$ cat config.mk
export PLATFORM = sky130hd
export DESIGN_NAME = ipr_ctrl
export DESIGN_NICKNAME = d
export VERILOG_FILES = /design/src/hdl/ipr_pkg.sv /design/src/hdl/ipr_ctrl.sv
export SDC_FILE = /design/constraint.sdc
export NUM_CORES = 1
export LEC_CHECK = 0
export ABC_AREA = 0
export BUFFER_PORTS_ARGS = -buffer_cell sky130_fd_sc_hd__buf_2
export CELL_PAD_IN_SITES_DETAIL_PLACEMENT = 1
export CELL_PAD_IN_SITES_GLOBAL_PLACEMENT = 1
export CORE_MARGIN = 4
export CORE_UTILIZATION = 47
export CTS_CLUSTER_DIAMETER = 200
export DETAILED_ROUTE_END_ITERATION = 16
export PLACE_DENSITY_LB_ADDON = 0.25
export SLEW_MARGIN = 10
export SYNTH_ARGS = -nofsm -noshare
export SYNTH_HDL_FRONTEND = slang
export SYNTH_SLANG_ARGS = --single-unit
$ cat constraint.sdc
create_clock -name I_CLK -period 4 [get_ports I_CLK]
set_input_delay 0.8 -clock I_CLK [delete_from_list [all_inputs] [get_ports I_CLK]]
set_output_delay 0.8 -clock I_CLK [all_outputs]
set_load 0.03 [all_outputs]
$ cat src/hdl/ipr_pkg.sv
// Shared constants, register map and carrier types of the interrupt priority controller.
package ipr_pkg;
    localparam int SRC_N = 12;
    localparam int TRAP_N = 4;
    localparam int ADDR_W = 4;
    localparam int DATA_W = 16;
    localparam int STACK_DEPTH = 8;
    localparam int TIMED_IRQ_MASK_INSTR_W = 14;

    localparam logic [3:0] OFS_PRI14 = 4'h0;
    localparam logic [3:0] OFS_PRI15 = 4'h1;
    localparam logic [3:0] OFS_PRI16 = 4'h2;
    localparam logic [3:0] OFS_PRI17 = 4'h3;
    localparam logic [3:0] OFS_PVS = 4'h4;
    localparam logic [3:0] OFS_FLAG = 4'h5;
    localparam logic [3:0] OFS_ENABLE = 4'h6;
    localparam logic [3:0] OFS_CTRL = 4'h7;
    localparam logic [3:0] OFS_CPU = 4'h8;
    localparam logic [3:0] OFS_TIMED_IRQ_MASK_INSTR = 4'h9;

    // Register index and field position of each source's level field.
    localparam logic [3:0] SRC_REG [SRC_N] = '{
        4'h0, 4'h0, 4'h0, 4'h1, 4'h1, 4'h2, 4'h2, 4'h2, 4'h3, 4'h3, 4'h3, 4'h3};
    localparam int SRC_LSB [SRC_N] = '{8, 4, 0, 12, 4, 8, 4, 0, 12, 8, 4, 0};

    localparam logic [2:0] LVL_RESET = 3'h4;
    localparam logic [2:0] LVL_OFF = 3'h0;
    localparam int NEST_OFF_BIT = 15;
    localparam int PVS_LVL_LSB = 8;
    localparam int PVS_VEC_LSB = 0;
    localparam logic [3:0] LVL_USER_TOP = 4'h7;
    localparam logic [3:0] LVL_TIMED_IRQ_MASK_INSTR_CEIL = 4'h6;
    localparam logic [3:0] LVL_TRAP_BASE = 4'h8;
    localparam logic [6:0] USER_VEC_BASE = 7'h08;

    typedef struct packed {
        logic valid;
        logic [3:0] level;
        logic [6:0] vec;
    } ipr_req_t;
endpackage

$ cat src/hdl/ipr_ctrl.sv
// Interrupt priority, masking, nesting and vectoring logic with its register file.
// Summary of operation
// - Each source has a 3-bit level, 7 highest, 1 lowest, 0 turns the source off.
// - After reset every source level field holds 4.
// - Unused bit positions read as zero and ignore writes.
// - A read-only 4-bit field gives the level of the pending request, 0 to 11.
// - A read-only 7-bit field gives the pending vector, 0 to 3 for traps and 8 to 19 for sources.
// - With the nesting-off bit set, a taken user interrupt cannot be pre-empted by another.
// - A handler clears its flag, otherwise the same interrupt is taken again after the return.
// - Return from interrupt restores the previous CPU level from the stack.
// - A trap handler clears its trap flag, otherwise the trap is entered again.
// - The CPU level masks user levels up to 7; traps at 8 to 11 are masked only while a trap at the same or a higher level is in service.
// - The timed disable masks levels 1 to 6 for a count while level 7 still interrupts.
`timescale 1ns/1ps
`default_nettype none
module ipr_ctrl
    import ipr_pkg::*;
(
    input wire logic I_CLK,
    input wire logic I_NRST,
    input wire logic [ADDR_W-1:0] I_ADDR,
    input wire logic [DATA_W-1:0] I_WDATA,
    input wire logic I_WR,
    input wire logic I_RD,
    output logic [DATA_W-1:0] O_RDATA,
    input wire logic [SRC_N-1:0] I_SRC_EVT,
    input wire logic [TRAP_N-1:0] I_TRAP_EVT,
    input wire logic I_ACK,
    input wire logic I_RETURN,
    output ipr_req_t O_REQ,
    output logic [3:0] O_CPU_LEVEL,
    output logic O_IRQ
);

////////////////////////////////////////////////////////////////////////////////
logic [1:0] rst_sync_reg;
logic rst_n;

always_ff @(posedge I_CLK or negedge I_NRST)
begin
    if (!I_NRST)
        rst_sync_reg <= 2'h0;
    else
        rst_sync_reg <= {rst_sync_reg[0], 1'b1};
end
assign rst_n = rst_sync_reg[1];

////////////////////////////////////////////////////////////////////////////////
logic [2:0] lvl_reg [SRC_N];
logic [SRC_N-1:0] flag_reg;
logic [SRC_N-1:0] enable_reg;
logic [TRAP_N-1:0] trap_reg;
logic nest_off_reg;
logic [3:0] cpu_level_reg;
logic [TIMED_IRQ_MASK_INSTR_W-1:0] timed_irq_mask_instr_reg;
logic [3:0] stack_mem [STACK_DEPTH];
logic [3:0] sp_reg;
ipr_req_t req_reg;
ipr_req_t req_next;
logic [DATA_W-1:0] rdata_reg;
logic [DATA_W-1:0] rdata_next;
logic [DATA_W-1:0] pri_word [4];
logic [DATA_W-1:0] pvs_word;
logic [3:0] stack_top;
logic take_user;

genvar gi;
generate
    for (gi = 0; gi < SRC_N; gi++)
    begin : g_src
        always_ff @(posedge I_CLK or negedge rst_n)
        begin
            if (!rst_n)
                lvl_reg[gi] <= LVL_RESET;
            else if (I_WR && I_ADDR == SRC_REG[gi])
                lvl_reg[gi] <= I_WDATA[SRC_LSB[gi] +: 3];
        end
    end
endgenerate

// Only the documented field positions are collected, so every other bit stays zero.
always_comb
begin
    for (int r = 0; r < 4; r++)
        pri_word[r] = '0;
    for (int i = 0; i < SRC_N; i++)
        pri_word[SRC_REG[i][1:0]][SRC_LSB[i] +: 3] = lvl_reg[i];
end

////////////////////////////////////////////////////////////////////////////////
// Hardware set wins over a software write-one clear in the same cycle.
always_ff @(posedge I_CLK or negedge rst_n)
begin
    if (!rst_n)
        flag_reg <= '0;
    else if (I_WR && I_ADDR == OFS_FLAG)
        flag_reg <= (flag_reg & ~I_WDATA[SRC_N-1:0]) | I_SRC_EVT;
    else
        flag_reg <= flag_reg | I_SRC_EVT;
end

always_ff @(posedge I_CLK or negedge rst_n)
begin
    if (!rst_n)
        enable_reg <= '0;
    else if (I_WR && I_ADDR == OFS_ENABLE)
        enable_reg <= I_WDATA[SRC_N-1:0];
end

always_ff @(posedge I_CLK or negedge rst_n)
begin
    if (!rst_n)
        trap_reg <= '0;
    else if (I_WR && I_ADDR == OFS_CTRL)
        trap_reg <= (trap_reg & ~I_WDATA[TRAP_N-1:0]) | I_TRAP_EVT;
    else
        trap_reg <= trap_reg | I_TRAP_EVT;
end

always_ff @(posedge I_CLK or negedge rst_n)
begin
    if (!rst_n)
        nest_off_reg <= 1'b0;
    else if (I_WR && I_ADDR == OFS_CTRL)
        nest_off_reg <= I_WDATA[NEST_OFF_BIT];
end

// The count runs down by one each cycle; a write restarts it.
always_ff @(posedge I_CLK or negedge rst_n)
begin
    if (!rst_n)
        timed_irq_mask_instr_reg <= '0;
    else if (I_WR && I_ADDR == OFS_TIMED_IRQ_MASK_INSTR)
        timed_irq_mask_instr_reg <= I_WDATA[TIMED_IRQ_MASK_INSTR_W-1:0];
    else if (timed_irq_mask_instr_reg != '0)
        timed_irq_mask_instr_reg <= timed_irq_mask_instr_reg - 1'b1;
end

////////////////////////////////////////////////////////////////////////////////
// Arbitration: strictly greater level wins, so ties go to the lowest source index.
always_comb
begin
    logic [3:0] u_lvl;
    logic [6:0] u_vec;
    logic [3:0] u_thr;
    logic [3:0] t_lvl;
    logic [6:0] t_vec;
    logic t_any;
    u_lvl = '0;
    u_vec = '0;
    u_thr = '0;
    t_lvl = '0;
    t_vec = '0;
    t_any = 1'b0;
    for (int i = 0; i < SRC_N; i++)
        if (flag_reg[i] && enable_reg[i] && lvl_reg[i] != LVL_OFF
            && {1'b0, lvl_reg[i]} > u_lvl)
        begin
            u_lvl = {1'b0, lvl_reg[i]};
            u_vec = USER_VEC_BASE + 7'(i);
        end
    u_thr = cpu_level_reg;
    if (timed_irq_mask_instr_reg != '0 && cpu_level_reg < LVL_TIMED_IRQ_MASK_INSTR_CEIL)
        u_thr = LVL_TIMED_IRQ_MASK_INSTR_CEIL;
    for (int k = 0; k < TRAP_N; k++)
        if (trap_reg[k])
        begin
            t_any = 1'b1;
            t_lvl = LVL_TRAP_BASE + 4'(k);
            t_vec = 7'(k);
        end
    req_next = '0;
    if (t_any && t_lvl > cpu_level_reg)
    begin
        req_next.valid = 1'b1;
        req_next.level = t_lvl;
        req_next.vec = t_vec;
    end
    else if (u_lvl > u_thr)
    begin
        req_next.valid = 1'b1;
        req_next.level = u_lvl;
        req_next.vec = u_vec;
    end
end

always_ff @(posedge I_CLK or negedge rst_n)
begin
    if (!rst_n)
        req_reg <= '0;
    else
        req_reg <= req_next;
end

////////////////////////////////////////////////////////////////////////////////
// Level stack: an acknowledge pushes, a return pops unless an acknowledge is taken in the same cycle. A full stack drops the push.
assign take_user = I_ACK && req_reg.valid && !req_reg.level[3];
assign stack_top = (sp_reg != 4'h0) ? stack_mem[sp_reg[2:0] - 3'h1] : 4'h0;

always_ff @(posedge I_CLK)
begin
    if (I_ACK && req_reg.valid && sp_reg < 4'(STACK_DEPTH))
        stack_mem[sp_reg[2:0]] <= cpu_level_reg;
end

always_ff @(posedge I_CLK or negedge rst_n)
begin
    if (!rst_n)
        sp_reg <= 4'h0;
    else if (I_ACK && req_reg.valid && sp_reg < 4'(STACK_DEPTH))
        sp_reg <= sp_reg + 4'h1;
    else if (I_RETURN && !(I_ACK && req_reg.valid) && sp_reg != 4'h0)
        sp_reg <= sp_reg - 4'h1;
end

always_ff @(posedge I_CLK or negedge rst_n)
begin
    if (!rst_n)
        cpu_level_reg <= 4'h0;
    else if (I_ACK && req_reg.valid)
        cpu_level_reg <= (take_user && nest_off_reg) ? LVL_USER_TOP : req_reg.level;
    else if (I_RETURN)
        cpu_level_reg <= stack_top;
    else if (I_WR && I_ADDR == OFS_CPU && !cpu_level_reg[3])
        cpu_level_reg <= {1'b0, I_WDATA[2:0]};
end

////////////////////////////////////////////////////////////////////////////////
always_comb
begin
    pvs_word = '0;
    pvs_word[PVS_LVL_LSB +: 4] = req_reg.level;
    pvs_word[PVS_VEC_LSB +: 7] = req_reg.vec;
end

always_comb
begin
    rdata_next = '0;
    if (I_RD)
        unique case (I_ADDR)
            OFS_PRI14: rdata_next = pri_word[0];
            OFS_PRI15: rdata_next = pri_word[1];
            OFS_PRI16: rdata_next = pri_word[2];
            OFS_PRI17: rdata_next = pri_word[3];
            OFS_PVS: rdata_next = pvs_word;
            OFS_FLAG: rdata_next[SRC_N-1:0] = flag_reg;
            OFS_ENABLE: rdata_next[SRC_N-1:0] = enable_reg;
            OFS_CTRL:
            begin
                rdata_next[NEST_OFF_BIT] = nest_off_reg;
                rdata_next[TRAP_N-1:0] = trap_reg;
            end
            OFS_CPU: rdata_next[3:0] = cpu_level_reg;
            OFS_TIMED_IRQ_MASK_INSTR: rdata_next[TIMED_IRQ_MASK_INSTR_W-1:0] = timed_irq_mask_instr_reg;
            default: rdata_next = '0;
        endcase
end

always_ff @(posedge I_CLK or negedge rst_n)
begin
    if (!rst_n)
        rdata_reg <= '0;
    else
        rdata_reg <= rdata_next;
end

assign O_RDATA = rdata_reg;
assign O_REQ = req_reg;
assign O_CPU_LEVEL = cpu_level_reg;
assign O_IRQ = |(flag_reg & enable_reg);
endmodule
`default_nettype wire

==> results.py <==
metrics = {
    "sta": {
        "slew-limit-headroom": 0.242,
        "timing.hold.ws_ns": 0.125,
        "final-max-slew-violation-count": 0,
        "rsz0062_at_grt": "yes",
        "max_clock_freq_mhz": 59.6,
        "setup-violations-final": 9,
        "tightestPinTransition_ns": 1.14,
        "layout_worst_path_cycle_share": 4.20,
        "tns_ns": -113.79,
        "period_minus_slack_ns": 16.78,
        "postLayoutSetupSlackWorst_ns": -12.78,
        "finalClockSkew_ns": 0.0168,
        "finalHoldViolations": 0,
    },
    "floorplanning": {
        "die_height_um": 144,
        "fp-row-count": 49,
        "die_area_um2": 20700,
        "initial_utilization": 0.481,
        "io-pin-count": 75,
        "die-width_um": 144,
        "core_region_area_um2": 18000,
    },
    "power_and_ir_drop": {
        "vdd_drop_max_mv": 0.571,
        "power.density_cell_area_nw_per_um2": 918,
        "power.leakage_uw": 0.00516,
    },
    "synth": {
        "syn-mean-instance-area_um2": 9.83,
        "synth_cell_type_count": 80,
        "ys_async_sr_fraction": 0.782,
        "share_of_the_yosys_chip_area_belonging_to_registers": 0.444,
        "synth.largest_area_cell": "sky130_fd_sc_hd__dfrtp_1",
        "synth_enable_flop_cells": 32,
        "synth.yosys.warnings": 0,
        "synth_top_area_share": 0.297,
        "synth.ff_latch_count": 147,
        "synth_top_cells_by_area": "sky130_fd_sc_hd__dfrtp_1 (30%), sky130_fd_sc_hd__edfxtp_1 (11%), sky130_fd_sc_hd__mux2_2 (6.8%)",
        "syn_inst": 882,
        "netlist_area_um2": 8670,
        "synth_flop_cell": "sky130_fd_sc_hd__dfrtp_1",
    },
    "drt": {
        "final_antenna_net_count": 0,
        "route.top_layer_used": "met5",
        "drc": 0,
        "dr_wl_met2_um": 19200,
        "vias": 9242,
        "dr.first_iter.drc_count": 1145,
        "drtPass1Iterations": 7,
        "avgViaCountPerCell": 6.67,
        "avgRoutedWirePerCell_um": 29.7,
        "dr_wl_met3_um": 4010,
        "postRouteWirelength_um": 41100,
        "m1WireLength_um": 14600,
    },
    "placement": {
        "dp_worst_setup_slack_ns": -11.63,
        "gp_congestion": 0.937,
        "placed_cells": 1324,
        "portBuffers": 72,
        "dp_hpwl_um": 25800,
    },
    "layout": {
        "fin_nets": 1216,
        "max_reg_flops": 36,
        "layout-area-overhead-vs-synth_pct": 37.0,
        "drive_above_1_share": 0.410,
        "nFillCells": 1983,
        "layout.cells.most_common": "sky130_fd_sc_hd__buf_4",
        "layout.cells.most_common_list": "sky130_fd_sc_hd__buf_4 (194), sky130_fd_sc_hd__dfrtp_1 (102), sky130_fd_sc_hd__nand2_1 (101), sky130_fd_sc_hd__buf_2 (72), sky130_fd_sc_hd__nor2_1 (65)",
        "layoutNonFillerInstCount": 1385,
    },
    "clock_network": {
        "tritoncts_clock_tree": "yes",
        "cts.htree.levels": 4,
        "cts_inserted_buffers": 17,
        "ctsLongestPathBuffers": 2,
        "cts-root-buf": "sky130_fd_sc_hd__clkbuf_16",
        "cts_sinks": 147,
        "postCtsHoldBufs": 0,
        "worst_skew_pair.late_latency_ns": 0.45,
        "clkSlewWorstSetupHoldPaths_ns": 0.08,
    },
    "worst_setup_path": {
        "rr_endpoint": "O_REQ[3]",
        "regToRegStartpoint": "flag_reg[0]",
        "crit_required_ns": 4.33,
        "setup.worst_path.end_class": "flip-flop",
        "crit_type": "reg -> reg",
        "critical_path.slowest_cell": "sky130_fd_sc_hd__dfrtp_1",
        "timing.critical_path.fanout_max": 6,
        "critical_path_arrival_ns": 17.11,
        "cp-start-kind": "flip-flop",
        "critical-path-max-stage-delay_ns": 0.45,
        "worst-r2r-setup-slack_ns": -12.78,
        "reg2regPathDepth": 87,
    },
    "global_route": {
        "grt_pass1_vias": 9378,
        "global_route.usage.total": 0.364,
        "grt_overflow": 0,
        "first_pass_grt_wire_length_um": 56400,
        "grt_max_degree": 80,
        "grt_antenna_before_repair": 3,
    },
    "min_path": {
        "worst_hold_path_type": "in -> async",
    },
    "outcome": {
        "violations": "negative setup slack",
        "outcome": "finished, violations left",
    },
    "run": {
        "number_of_max_cap_violations": 0,
    },
}
[worst max path at each step]
stage	start	endpoint	slack, ns	cells after the start
6_report	flag_reg[0]	O_REQ[3]	-12.78	87
5_1_grt	flag_reg[0]	O_REQ[9]	-13.21	85
4_1_cts	flag_reg[0]	O_REQ[9]	-11.69	85
3_5_place_dp	enable_reg[0]	O_REQ[9]	-11.63	88
3_3_place_gp	enable_reg[0]	O_REQ[9]	-10.84	88
2_1_floorplan	enable_reg[0]	O_REQ[9]	-11.22	87
[kinds of logic (layout without fill, tap and decap cells)]
group,after synthesis,after routing,synth area share
buffers and inverters,76,348,0.0359
other,2,4,0.000866
and+or+nand+nor,304,304,0.166
xor gates and xnor gates,15,15,0.0151
DFF,147,147,0.444
muxes,78,78,0.110
AOI/OAI and AO/OA,226,226,0.179
adders and majority gates,34,34,0.0493
[cells in the mapped netlist, drive strengths merged (10+ instances only)]
cell type    n
nand2      107
mux2i       17
nor3        22
clkbuf      27
edfxtp      32
ha          31
nor2        76
a22oi       16
o21ai       54
a21oi       38
nand3       15
and3        13
and2        12
a21o        21
dfrtp      103
inv         40
xnor2       10
dfstp       12
nor4        10
nand2b      14
mux2        53
a31oi       20
[power by group]
group          switching, uW  internal [uW]  leakage [uW]
Combinational           3560           3200       0.00323
Clock                    783            947      0.000291
Sequential               522           1890       0.00163
[through the flow]
step	power [uW]	util	cell area (um2)
global placement	7300	0.596	10700
floorplan	5380	-	8930
CTS	9730	0.638	11500
global route	11300	0.659	11900
finish	10900	0.659	11900
detailed placement	7610	0.596	10700
[metal layers]
metal,up-vias,global-route usage
met5,-,0
met4,4,0.181
met3,265,0.0892
met2,672,0.606
met1,4538,0.441
li1,3763,-
[repair_timing]
item | CTS | global route
setup endpoints to repair | 9 | 9
pin swaps | 17 | 45
cloned | 0 | 0
resized for setup | 15 | 55
buffers inserted | 12 | 16
endpoints found under the hold margin | 0 | 0
[layout make-up]
type	instances	area, um2	share of cell area
clock buffer	17	425	0.0358
clock inverter	15	184	0.0155
timing repair buffer	276	1940	0.163
multi-input combinational	660	5030	0.424
tap	229	287	0.0241
antenna	1	2.50	0.000211
inverter	40	155	0.0131
sequential	147	3860	0.325
[worst max-delay path, delay by kind of cell, from the launching register on]
kind            cells  cell delay, ns
flops               1            0.45
mux                 6            1.89
simple gates       22            2.82
fa+ha+maj          13            3.20
compound gates     38            7.36
buf+inv             8            0.92
Note: power is estimated with default switching activity, not from simulation.
